## src/hw/sbt_pkg.sv

```systemverilog
package sbt_pkg;
  // ----------------------------------------
  // Register byte addresses
  // ----------------------------------------
  localparam logic [7:0] ADDR_CTRL = 8'h00;
  localparam logic [7:0] ADDR_CNT_LOW = 8'h04;
  localparam logic [7:0] ADDR_CNT_HIGH = 8'h08;
  localparam logic [7:0] ADDR_IRQ_FLAGS = 8'h0c;
  localparam logic [7:0] ADDR_IRQ_ENABLES = 8'h10;
  localparam logic [7:0] ADDR_IRQ_PRIORITY = 8'h14;
  localparam logic [7:0] ADDR_OSC_CTRL = 8'h18;
  localparam logic [7:0] ADDR_CMP_CFG = 8'h1c;
  localparam logic [7:0] ADDR_CMP_VALUE = 8'h20;
  localparam logic [7:0] ADDR_GLOBAL_IRQ = 8'h24;
  // ----------------------------------------
  // Register fields, codes and constants
  // ----------------------------------------
  localparam int CTRL_RUN = 0;
  localparam int CTRL_SRC = 1;
  localparam int CTRL_ASYNC = 2;
  localparam int CTRL_OSC_EN = 3;
  localparam int CTRL_PRE_LO = 4;
  localparam int CTRL_CLK_FLAG = 6;
  localparam int CTRL_WIDE = 7;
  localparam int IRQ_OVF_BIT = 0;
  localparam int OSC_IDLE_EN = 7;
  localparam int OSC_LOWPWR = 2;
  localparam int CMP_B_LO = 4;
  localparam int CMP_B_ADC_EN = 8;
  localparam logic [1:0] SCS_SECONDARY = 2'h1;
  localparam logic [3:0] CMP_MODE_SPECIAL = 4'hb;
  localparam logic [7:0] CTRL_RESET = 8'h00;
  localparam logic [15:0] CNT_WRAP = 16'hffff;
  localparam logic [15:0] CNT_ZERO = 16'h0000;
  localparam logic [1:0] INSTR_DIV_LAST = 2'h3;
  typedef enum logic [1:0] {SBT_PRIMARY, SBT_SEC_RUN, SBT_SEC_IDLE} sbt_pwr_e;
endpackage : sbt_pkg

```

## src/hw/sbt_timer.sv

```systemverilog
// How it works
// Writing clock select 01 switches system clock to the timer oscillator.
// Sleep in secondary run with idle enable clear enters secondary idle.
// Control bit 6 reads set while the timer oscillator drives the system clock.
// On oscillator failure the status bit follows the real clock source.
// Low-power config bit selects low-power oscillator drive; default is high power.
// Counter pair counts 0000h to FFFFh and wraps to 0000h.
// Each wrap sets the sticky overflow flag until software clears it.
// Overflow request goes out only while overflow enable is set.
// Compare unit in mode 1011 resets the counter on its trigger.
// Unit B trigger also starts a conversion when the converter is enabled; the code gives no start in async counter mode.
// Trigger reset is skipped in asynchronous counter mode.
// Compare value pair acts as the counter period under trigger reset.
// Counter write in the trigger cycle wins over the trigger reset.
// Unit B trigger reset never sets the overflow flag.
// Async mode needs a low input level at or after an update to count the next rise.
// Software sets only the high-byte MSb for one-second preloads.
// Software keeps async mode, overflow enable and oscillator running for clocks.
// Late updates wait for the low byte to step, then write within half period.
// Source clear counts each instruction cycle; set counts rising external edges.
// Sync select picks sync or async counting only for external source.
// Prescale field divides by 1, 2, 4 or 8.
// Wide mode: low read latches high byte; low write loads high and clears prescaler.
// Counter and prescaler advance only while run enable is set.
//
// Register access over APB and the placing of the registers were decided locally.
module sbt_timer
  import sbt_pkg::*;
#(
  parameter int PRESCALE_W = 3
)
(
  input wire logic I_CORE_CLK,
  input wire logic I_RST,
  input wire logic I_PSEL,
  input wire logic I_PENABLE,
  input wire logic I_PWRITE,
  input wire logic [7:0] I_PADDR,
  input wire logic [31:0] I_PWDATA,
  output logic [31:0] O_PRDATA,
  output logic O_PREADY,
  output logic O_PSLVERR,
  input wire logic I_EXT_CLK,
  input wire logic I_OSC_FAIL,
  input wire logic I_SLEEP,
  output logic O_OVF_IRQ,
  output logic O_ADC_START,
  output logic O_SYSCLK_SECONDARY,
  output logic O_OSC_LOW_POWER,
  output logic O_OSC_ENABLE,
  output sbt_pkg::sbt_pwr_e O_PWR_MODE
);
  import sbt_pkg::*;

  // ----------------------------------------
  // Registers
  // ----------------------------------------
  logic [7:0] counter_control;
  logic [7:0] counter_low_byte;
  logic [7:0] counter_high_byte;
  logic [7:0] high_buffer;
  logic [7:0] peripheral_interrupt_flags_one;
  logic [7:0] peripheral_interrupt_enables_one;
  logic [7:0] peripheral_interrupt_priority_one;
  logic [7:0] global_interrupt_control;
  logic [7:0] oscillator_control_reg;
  logic [8:0] compare_cfg;
  logic [15:0] compare_value_pair;
  sbt_pwr_e pwr_state;
  logic [PRESCALE_W-1:0] prescale_cnt;
  logic [1:0] instr_div;
  logic ext_meta;
  logic ext_sync;
  logic ext_prev;
  logic async_armed;

  logic wr_en;
  logic rd_en;
  logic wr_ctrl;
  logic wr_low;
  logic wr_high;
  logic rd_low;
  logic tick_src;
  logic pre_done;
  logic step;
  logic wrap;
  logic trig_a;
  logic trig_b;
  logic trig_reset;
  logic period_match;
  logic secondary_clk;
  logic [15:0] count;
  logic [15:0] next_count;
  logic [PRESCALE_W-1:0] pre_limit;
  logic [PRESCALE_W-1:0] next_prescale;

  assign count = {counter_high_byte, counter_low_byte};
  assign wr_en = I_PSEL && I_PENABLE && I_PWRITE;
  assign rd_en = I_PSEL && I_PENABLE && !I_PWRITE;
  assign wr_ctrl = wr_en && (I_PADDR == ADDR_CTRL);
  assign wr_low = wr_en && (I_PADDR == ADDR_CNT_LOW);
  assign wr_high = wr_en && (I_PADDR == ADDR_CNT_HIGH);
  assign rd_low = rd_en && (I_PADDR == ADDR_CNT_LOW);
  assign O_PREADY = 1'b1;
  assign O_PSLVERR = 1'b0;

  // ----------------------------------------
  // External input synchroniser
  // ----------------------------------------
  always_ff @(posedge I_CORE_CLK)
  begin
    if (I_RST)
    begin
      ext_meta <= 1'b0;
      ext_sync <= 1'b0;
      ext_prev <= 1'b0;
    end
    else
    begin
      ext_meta <= I_EXT_CLK;
      ext_sync <= ext_meta;
      ext_prev <= ext_sync;
    end
  end

  // Async mode modelled on the sampled edge; a write re-arms only after a low level
  always_ff @(posedge I_CORE_CLK)
  begin
    if (I_RST)
      async_armed <= 1'b1;
    else if (wr_low || wr_high)
      async_armed <= !ext_sync;
    else if (!ext_sync)
      async_armed <= 1'b1;
  end

  // ----------------------------------------
  // Clock source and prescaler
  // ----------------------------------------
  always_ff @(posedge I_CORE_CLK)
  begin
    if (I_RST)
      instr_div <= 2'h0;
    else
      instr_div <= instr_div + 2'h1;
  end

  always_comb
  begin
    if (!counter_control[CTRL_SRC])
      tick_src = (instr_div == INSTR_DIV_LAST);
    else if (counter_control[CTRL_ASYNC])
      tick_src = ext_sync && !ext_prev && async_armed;
    else
      tick_src = ext_sync && !ext_prev;
  end

  assign pre_limit = PRESCALE_W'((1 << counter_control[CTRL_PRE_LO +: 2]) - 1);
  assign pre_done = (prescale_cnt == pre_limit);
  assign step = counter_control[CTRL_RUN] && tick_src && pre_done;

  always_comb
  begin
    next_prescale = prescale_cnt;
    if (wr_low)
      next_prescale = '0;
    else if (counter_control[CTRL_RUN] && tick_src)
      next_prescale = pre_done ? '0 : prescale_cnt + PRESCALE_W'(1);
  end

  always_ff @(posedge I_CORE_CLK)
  begin
    if (I_RST)
      prescale_cnt <= '0;
    else
      prescale_cnt <= next_prescale;
  end

  // ----------------------------------------
  // Special event trigger
  // ----------------------------------------
  assign period_match = (count == compare_value_pair) && step;
  assign trig_a = period_match && (compare_cfg[3:0] == CMP_MODE_SPECIAL);
  assign trig_b = period_match && (compare_cfg[CMP_B_LO +: 4] == CMP_MODE_SPECIAL);
  // Async counting cannot be reset reliably, so trigger is dropped there
  assign trig_reset = (trig_a || trig_b) &&
                      !(counter_control[CTRL_SRC] && counter_control[CTRL_ASYNC]);
  assign wrap = step && (count == CNT_WRAP) && !trig_reset;

  always_comb
  begin
    next_count = count;
    if (wr_low && counter_control[CTRL_WIDE])
      next_count = {high_buffer, I_PWDATA[7:0]};
    else if (wr_low)
      next_count = {counter_high_byte, I_PWDATA[7:0]};
    else if (wr_high && !counter_control[CTRL_WIDE])
      next_count = {I_PWDATA[7:0], counter_low_byte};
    else if (trig_reset)
      next_count = CNT_ZERO;
    else if (step)
      next_count = count + 16'h0001;
  end

  always_ff @(posedge I_CORE_CLK)
  begin
    if (I_RST)
    begin
      counter_low_byte <= 8'h00;
      counter_high_byte <= 8'h00;
    end
    else
    begin
      counter_low_byte <= next_count[7:0];
      counter_high_byte <= next_count[15:8];
    end
  end

  always_ff @(posedge I_CORE_CLK)
  begin
    if (I_RST)
      high_buffer <= 8'h00;
    else if (wr_high && counter_control[CTRL_WIDE])
      high_buffer <= I_PWDATA[7:0];
    else if (rd_low && counter_control[CTRL_WIDE])
      high_buffer <= counter_high_byte;
  end

  always_ff @(posedge I_CORE_CLK)
  begin
    if (I_RST)
      O_ADC_START <= 1'b0;
    else
      O_ADC_START <= trig_b && !trig_reset ? 1'b0 : trig_b && compare_cfg[CMP_B_ADC_EN];
  end

  // ----------------------------------------
  // Interrupt flag, set wins over clear
  // ----------------------------------------
  always_ff @(posedge I_CORE_CLK)
  begin
    if (I_RST)
      peripheral_interrupt_flags_one <= 8'h00;
    else
    begin
      if (wr_en && I_PADDR == ADDR_IRQ_FLAGS)
        peripheral_interrupt_flags_one <= I_PWDATA[7:0];
      if (wrap)
        peripheral_interrupt_flags_one[IRQ_OVF_BIT] <= 1'b1;
    end
  end

  assign O_OVF_IRQ = peripheral_interrupt_flags_one[IRQ_OVF_BIT] &&
                     peripheral_interrupt_enables_one[IRQ_OVF_BIT];

  // ----------------------------------------
  // Software registers
  // ----------------------------------------
  always_ff @(posedge I_CORE_CLK)
  begin
    if (I_RST)
    begin
      counter_control <= CTRL_RESET;
      peripheral_interrupt_enables_one <= 8'h00;
      peripheral_interrupt_priority_one <= 8'h00;
      global_interrupt_control <= 8'h00;
      oscillator_control_reg <= 8'h00;
      compare_cfg <= 9'h000;
      compare_value_pair <= CNT_WRAP;
    end
    else if (wr_en)
    begin
      case (I_PADDR)
        ADDR_CTRL: counter_control <= I_PWDATA[7:0];
        ADDR_IRQ_ENABLES: peripheral_interrupt_enables_one <= I_PWDATA[7:0];
        ADDR_IRQ_PRIORITY: peripheral_interrupt_priority_one <= I_PWDATA[7:0];
        ADDR_GLOBAL_IRQ: global_interrupt_control <= I_PWDATA[7:0];
        ADDR_OSC_CTRL: oscillator_control_reg <= I_PWDATA[7:0];
        ADDR_CMP_CFG: compare_cfg <= I_PWDATA[8:0];
        ADDR_CMP_VALUE: compare_value_pair <= I_PWDATA[15:0];
        default: ;
      endcase
    end
  end

  // ----------------------------------------
  // Clock source state
  // ----------------------------------------
  always_ff @(posedge I_CORE_CLK)
  begin
    if (I_RST)
      pwr_state <= SBT_PRIMARY;
    else
    begin
      case (pwr_state)
        SBT_PRIMARY:
          if (oscillator_control_reg[1:0] == SCS_SECONDARY && !I_OSC_FAIL)
            pwr_state <= SBT_SEC_RUN;
        SBT_SEC_RUN:
          if (I_OSC_FAIL || oscillator_control_reg[1:0] != SCS_SECONDARY)
            pwr_state <= SBT_PRIMARY;
          else if (I_SLEEP && !oscillator_control_reg[OSC_IDLE_EN])
            pwr_state <= SBT_SEC_IDLE;
        SBT_SEC_IDLE:
          if (I_OSC_FAIL)
            pwr_state <= SBT_PRIMARY;
          else if (!I_SLEEP)
            pwr_state <= SBT_SEC_RUN;
        default: pwr_state <= SBT_PRIMARY;
      endcase
    end
  end

  assign secondary_clk = (pwr_state != SBT_PRIMARY);
  assign O_SYSCLK_SECONDARY = secondary_clk;
  assign O_PWR_MODE = pwr_state;
  assign O_OSC_LOW_POWER = oscillator_control_reg[OSC_LOWPWR];
  assign O_OSC_ENABLE = counter_control[CTRL_OSC_EN];

  // ----------------------------------------
  // Read data
  // ----------------------------------------
  always_ff @(posedge I_CORE_CLK)
  begin
    if (I_RST)
      O_PRDATA <= 32'h0000_0000;
    else if (I_PSEL && !I_PENABLE && !I_PWRITE)
    begin
      case (I_PADDR)
        ADDR_CTRL: O_PRDATA <= {24'h0, counter_control[7], secondary_clk, counter_control[5:0]};
        ADDR_CNT_LOW: O_PRDATA <= {24'h0, counter_low_byte};
        ADDR_CNT_HIGH: O_PRDATA <= {24'h0, counter_control[CTRL_WIDE] ? high_buffer : counter_high_byte};
        ADDR_IRQ_FLAGS: O_PRDATA <= {24'h0, peripheral_interrupt_flags_one};
        ADDR_IRQ_ENABLES: O_PRDATA <= {24'h0, peripheral_interrupt_enables_one};
        ADDR_IRQ_PRIORITY: O_PRDATA <= {24'h0, peripheral_interrupt_priority_one};
        ADDR_GLOBAL_IRQ: O_PRDATA <= {24'h0, global_interrupt_control};
        ADDR_OSC_CTRL: O_PRDATA <= {24'h0, oscillator_control_reg};
        ADDR_CMP_CFG: O_PRDATA <= {23'h0, compare_cfg};
        ADDR_CMP_VALUE: O_PRDATA <= {16'h0, compare_value_pair};
        default: O_PRDATA <= 32'h0000_0000;
      endcase
    end
  end
endmodule : sbt_timer

```

## config.mk

```make
export PLATFORM = sky130hd
export DESIGN_NAME = sbt_timer
export DESIGN_NICKNAME = d
export VERILOG_FILES = /design/src/hw/sbt_pkg.sv /design/src/hw/sbt_timer.sv
export SDC_FILE = /design/constraint.sdc
export NUM_CORES = 1
export LEC_CHECK = 0
export BUFFER_PORTS_ARGS = -buffer_cell sky130_fd_sc_hd__buf_2
export CORE_ASPECT_RATIO = 0.8
export CORE_MARGIN = 2
export CORE_UTILIZATION = 35
export CTS_BUF_LIST = sky130_fd_sc_hd__clkbuf_16
export CTS_CLUSTER_SIZE = 25
export DETAILED_ROUTE_END_ITERATION = 8
export GPL_TIMING_DRIVEN = 0
export HOLD_SLACK_MARGIN = 0.05
export PLACE_DENSITY = 0.56
export SYNTH_ARGS = -nofsm -noshare
export SYNTH_HDL_FRONTEND = slang
export SYNTH_SLANG_ARGS = --single-unit
```

## constraint.sdc

```tcl
create_clock -name I_CORE_CLK -period 4 [get_ports I_CORE_CLK]
set_input_delay 0 -clock I_CORE_CLK [delete_from_list [all_inputs] [get_ports I_CORE_CLK]]
set_output_delay 0 -clock I_CORE_CLK [all_outputs]
set_load 0.1 [all_outputs]
```

* After elaboration in Yosys (flattened, before gate mapping) *
Index checks and enable logic that the tools add are counted.

storage, ports and cells
  flip-flop bits (word level) = 141
  word-level logic and storage cells = 133

operators by class
  add/subtract/negate cells = 4
  equality and inequality tests = 25
  shift operators = 1
  multiplexer cells = 22
  reduce and logical (&&, ||, !) cells = 60

operator list
  operator                                                                 number
  16-bit case mux with 10 select lines                                     1
  16-bit 2-to-1 mux                                                        5
  8-bit by 5-bit equality test with 1-bit output, second input constant    4
  1-bit logical AND                                                        29
  8-bit 2-to-1 mux                                                         3
  2-bit AND reduction                                                      9
  16-bit by 1-bit adder with 16-bit output, second input constant          1
  16-bit equality test                                                     1
  16-bit equality test, second input constant                              1
  8-bit by 4-bit equality test with 1-bit output, second input constant    2
  8-bit by 6-bit equality test with 1-bit output, second input constant    2
  2-bit 2-to-1 mux                                                         5
  1-bit zero test                                                          9
  3-bit inequality test, second input constant                             3
  4-bit equality test, second input constant                               2
  8-bit by 3-bit equality test with 1-bit output, second input constant    1
  8-bit zero test                                                          1
  4-bit nonzero test                                                       2
  1-bit 2-to-1 mux                                                         6
  2-bit by 1-bit inequality test with 1-bit output, second input constant  3
  2-bit case mux with 3 select lines                                       1
  2-bit nonzero test                                                       3
  2-bit by 1-bit equality test with 1-bit output, second input constant    2
  2-bit equality test, second input constant                               2
  other kinds (11)                                                         14

* Longest topological paths before layout *
  depth in word-level cells = 15
  mapped depth = 9

* Worst setup path after synthesis *
No wires, ideal clock.

  path kind = register -> register
  start = register pwr_state[0] (netlist: O_PWR_MODE[0])
  end = register O_PRDATA[6]
  setup time = 0.074 ns
  arrival time = 2.126 ns
  slack = 1.799 ns
  cell stages (with the launch flop) = 7
  buffers on the path = 0
  path through = dfxtp_1 -> or2_2 -> nand2_1 -> a31oi_1 -> a221o_1 -> a221oi_1 -> o21ai_0

between the ends
  word-level cells in the longest chain between the ends = 2

RTL lines
  what                                  line              RTL
  start: declaration                    sbt_timer.sv:69   sbt_pwr_e pwr_state;
  start signal: assignment              sbt_timer.sv:292  pwr_state <= SBT_PRIMARY;
  start signal: assignment              sbt_timer.sv:298  pwr_state <= SBT_SEC_RUN;
  start signal: assignment              sbt_timer.sv:301  pwr_state <= SBT_PRIMARY;
  2-bit nonzero test                    sbt_timer.sv:314  assign secondary_clk = (pwr_state != SBT_PRIMARY);
  via O_SYSCLK_SECONDARY                sbt_timer.sv:48   output logic O_SYSCLK_SECONDARY,
  16-bit case mux with 10 select lines  sbt_timer.sv:329  case (I_PADDR)
  end signal: assignment                sbt_timer.sv:330  ADDR_CTRL: O_PRDATA <= {24'h0, counter_control[7], secondary_clk, counter_control[5:0]};
  end signal: assignment                sbt_timer.sv:331  ADDR_CNT_LOW: O_PRDATA <= {24'h0, counter_low_byte};
  end signal: assignment                sbt_timer.sv:332  ADDR_CNT_HIGH: O_PRDATA <= {24'h0, counter_control[CTRL_WIDE] ? high_buffer : counter_high_byte};
  end: declaration                      sbt_timer.sv:40   output logic [31:0] O_PRDATA,

The timed path passes the listed nets, and every way through them passes these cells.
A chain may end at the register's enable or synchronous reset.

* Worst setup path after layout *
  start = register counter_control[7]
  end = register O_PRDATA[5]

between the ends
  word-level cells in the longest chain between the ends = 2

RTL lines
  what                                  line              RTL
  start: declaration                    sbt_timer.sv:58   logic [7:0] counter_control;
  start signal: assignment              sbt_timer.sv:274  ADDR_CTRL: counter_control <= I_PWDATA[7:0];
  8-bit 2-to-1 mux                      sbt_timer.sv:332
  16-bit case mux with 10 select lines  sbt_timer.sv:329
  end signal: assignment                sbt_timer.sv:330
  end signal: assignment                sbt_timer.sv:332
  end signal: assignment                sbt_timer.sv:333  ADDR_IRQ_FLAGS: O_PRDATA <= {24'h0, peripheral_interrupt_flags_one};

No other way between the ends.

==> flow_metrics.tcl <==
set metrics [dict create \
    status "finished, final reports clean" \
    synth_seq_cells 124 \
    htree_levels 4 \
    cts_buffers 17 \
    syn_area_um2 6480 \
    cts_root_buf "clkbuf_16" \
    fin_worst_skew_ns 0.00918 \
    placed_area_um2 7100 \
    worstSetupPathType "reg2reg" \
    synth_area_leaders "dfxtp_1, nand2_1, a21oi_1" \
    crit_chain "clkbuf_1 -> buf_1 -> mux2i_1 -> o21ai_0 -> a22oi_1 -> nor2_1 -> a2111oi_0 -> o21ai_0" \
    row_count 44 \
    port_buffers 53 \
    fin_crit_sh_pct 81.9 \
    peakVddDrop_uv 221 \
    layout.cells.non_filler 1170 \
    viasPerCell 5.75 \
    wl_um 24200 \
    top_level_ports 89 \
    die_x_um 156 \
    r2r_cells 8 \
    cts_tree "built" \
    syn2layout_area_growth_pct 21.7 \
    multi_input_area_um2 3680 \
    clockBufferDepth 2 \
    nFillCells 1893 \
    setup_tns_ns 0 \
    seqCellArea_um2 2480 \
    route.detailed.drc 0 \
    arrival_ns 3.55 \
    synth-edff-count 0 \
    synth-main-ff-cell "dfxtp_1" \
    postCtsResizedCells 0 \
    yosysSeqAreaShare_pct 38.3 \
    synth_top_area_share_pct 38.3 \
    initialDrtViolationCount 960 \
    antenna_cells 0 \
    crit_family "compound AO/OA/AOI/OAI gates" \
    critPathCaptureType "flop" \
    power_leakage_nw 2.85 \
    required_ns 4.27 \
    antenna_left 0 \
    ys_types 65 \
    synth-async-reset-ratio_pct 0 \
    antenna_found_initial 0 \
    rsz0062_at_grt "false" \
    cp_slowest_cell "a2111oi_0" \
    die_height_um 126 \
    start_util_pct 35.7 \
    core-area_um2 18200 \
    max_stage_delay_ns 0.89 \
    avgSynthCellArea_um2 7.93 \
    hold_buffers 22 \
    cts.clk_slew.worst_paths_ns 0.06 \
    grt_max_degree 17 \
    grt_pass1_wl_um 36900 \
    cts_setup_buffers 0 \
    max_slew.worst_pin.slew_ns 1.12 \
    grt.overflow.total 0 \
    dp_hpwl_um 17000 \
    yosysTopAreaCell "dfxtp_1" \
    wl_per_cell_um 20.7 \
    cpMostUsedCell "o21ai_0" \
    drv_cap 0 \
    crit_cells 8 \
    grt.total_usage_pct 24.8 \
    synth_cells 817 \
    top_regs "O_PRDATA x16, compare_value_pair x16, compare_cfg x9" \
    insertion_delay_ns 0.43 \
    final_cell_area_um2 7890 \
    gp_congestion 0.922 \
    holdPathStages 4 \
    grt_pass1_vias 6197 \
    cts.sinks 124 \
    layout-drive-gt1-share_pct 14.5 \
    die_area_um2 19600 \
    power.density_nw_per_um2 383 \
    finalHoldViolations 0 \
    slew_headroom_pct 24.1 \
    vias 6733 \
    critPathBufInv 2 \
    drt_pass1_iterations 9 \
    slew_violations 0 \
    fin_crit_ns 3.28 \
    min_path_type "in2reg" \
    startpoint_type "flop" \
    placedCellCount 1116 \
    max_freq_mhz 305 \
    yosysWarnings 0 \
    crit_fanout 10 \
    nets 978 \
    setup_viol 0 \
]
==> placed cells by master, fill, tap and decap left out, types with 4 or more instances in the layout <==
| master | instances |
|---|---|
| a22oi_1 | 21 |
| or2_2 | 5 |
| nand3b_1 | 24 |
| a21o_1 | 4 |
| nand2_1 | 140 |
| mux2i_1 | 23 |
| nor4_1 | 10 |
| o22ai_1 | 4 |
| xnor2_1 | 5 |
| nor2b_1 | 6 |
| nor3_1 | 13 |
| dfxtp_1 | 124 |
| and3_1 | 8 |
| a222oi_1 | 6 |
| conb_1 | 18 |
| a221oi_1 | 6 |
| a211oi_1 | 12 |
| dlygate4sd3_1 | 22 |
| a21oi_1 | 88 |
| o21ai_0 | 25 |
| mux2_2 | 5 |
| clkinv_4 | 6 |
| buf_2 | 59 |
| clkbuf_16 | 17 |
| nor2_1 | 51 |
| nand4_1 | 9 |
| a31oi_1 | 7 |
| inv_1 | 4 |
| nand4b_1 | 4 |
| clkbuf_1 | 50 |
| buf_4 | 18 |
| nand3_1 | 65 |
| xor2_1 | 13 |
| clkinv_2 | 5 |
==> worst paths after layout <==
| kind | from | to | slack, ns |
|---|---|---|---|
| setup / recovery | counter_control[7] | O_PRDATA[5] | 0.72 |
| hold / removal | I_PWDATA[2] | counter_high_byte[2] | 0.08 |
| setup reg to reg | counter_control[7] | O_PRDATA[5] | 0.72 |
| hold reg to reg | instr_div[0] | instr_div[0] | 0.43 |
==> cell type report <==
| type | count | share of cell area [%] |
|---|---|---|
| multi-input combinational | 629 | 46.7 |
| sequential | 124 | 31.5 |
| timing repair buffer | 75 | 6.15 |
| clock buffer | 17 | 5.39 |
| buffer | 77 | 4.61 |
| tap | 230 | 3.65 |
| clock inverter | 15 | 1.90 |
| inverter | 3 | 0.143 |
==> cells in the mapped netlist (6+ instances only) <==
master / count
nand2_1: 140
xor2_1: 13
a22oi_1: 21
nand3b_1: 24
nor2b_1: 6
a21oi_1: 88
and3_1: 8
nor3_1: 13
nor4_1: 10
nand4_1: 9
nor2_1: 51
a211oi_1: 12
o21ai_0: 25
a221oi_1: 6
clkbuf_1: 50
nand3_1: 65
buf_4: 18
mux2i_1: 23
a222oi_1: 6
dfxtp_1: 124
buf_2: 6
a31oi_1: 7
==> cells by family after synthesis <==
group                      synth area share (%)
AOI/OAI and AO/OA                          18.5
xor gates and xnor gates                   2.43
muxes                                      5.46
other                                     0.116
adders and majority gates                 0.579
DFF                                        38.3
and+or+nand+nor                            28.8
buffers and inverters                      5.79
==> report_power, final <==
part | switching [mW] | internal, mW | total [mW]
registers | 0.00288 | 1.24 | 1.24
logic | 0.190 | 0.0636 | 0.253
clock network | 0.607 | 0.914 | 1.52
total | 0.800 | 2.22 | 3.02
==> routing by layer <==
metal  track usage, %  vias up  wire, µm
li1                 -     3134         -
met4             7.45        0       445
met1             36.8     3198     11300
met2             34.9      365     10100
met5                0        -         0
met3             6.57       36      2430
==> through the flow <==
stage	power [mW]	utilization, %	setup slack, ns	hold slack (ns)
after detailed placement	1.50	39.1	0.947	0.216
final	3.02	43.4	0.723	0.0825
after global routing	3.10	43.4	0.590	0.0951
after global placement	1.50	39.1	0.969	0.208
after CTS	3.02	43.4	0.944	0.0857
after floorplan	1.43	-	1.80	0.121
==> worst min-delay path: cells and delay by family <==
kind                   cells  cell delay (ns)
AOI/OAI and AO/OA          3             0.33
buffers and inverters      1             0.11
No activity file was read; power rests on OpenSTA's default activity.
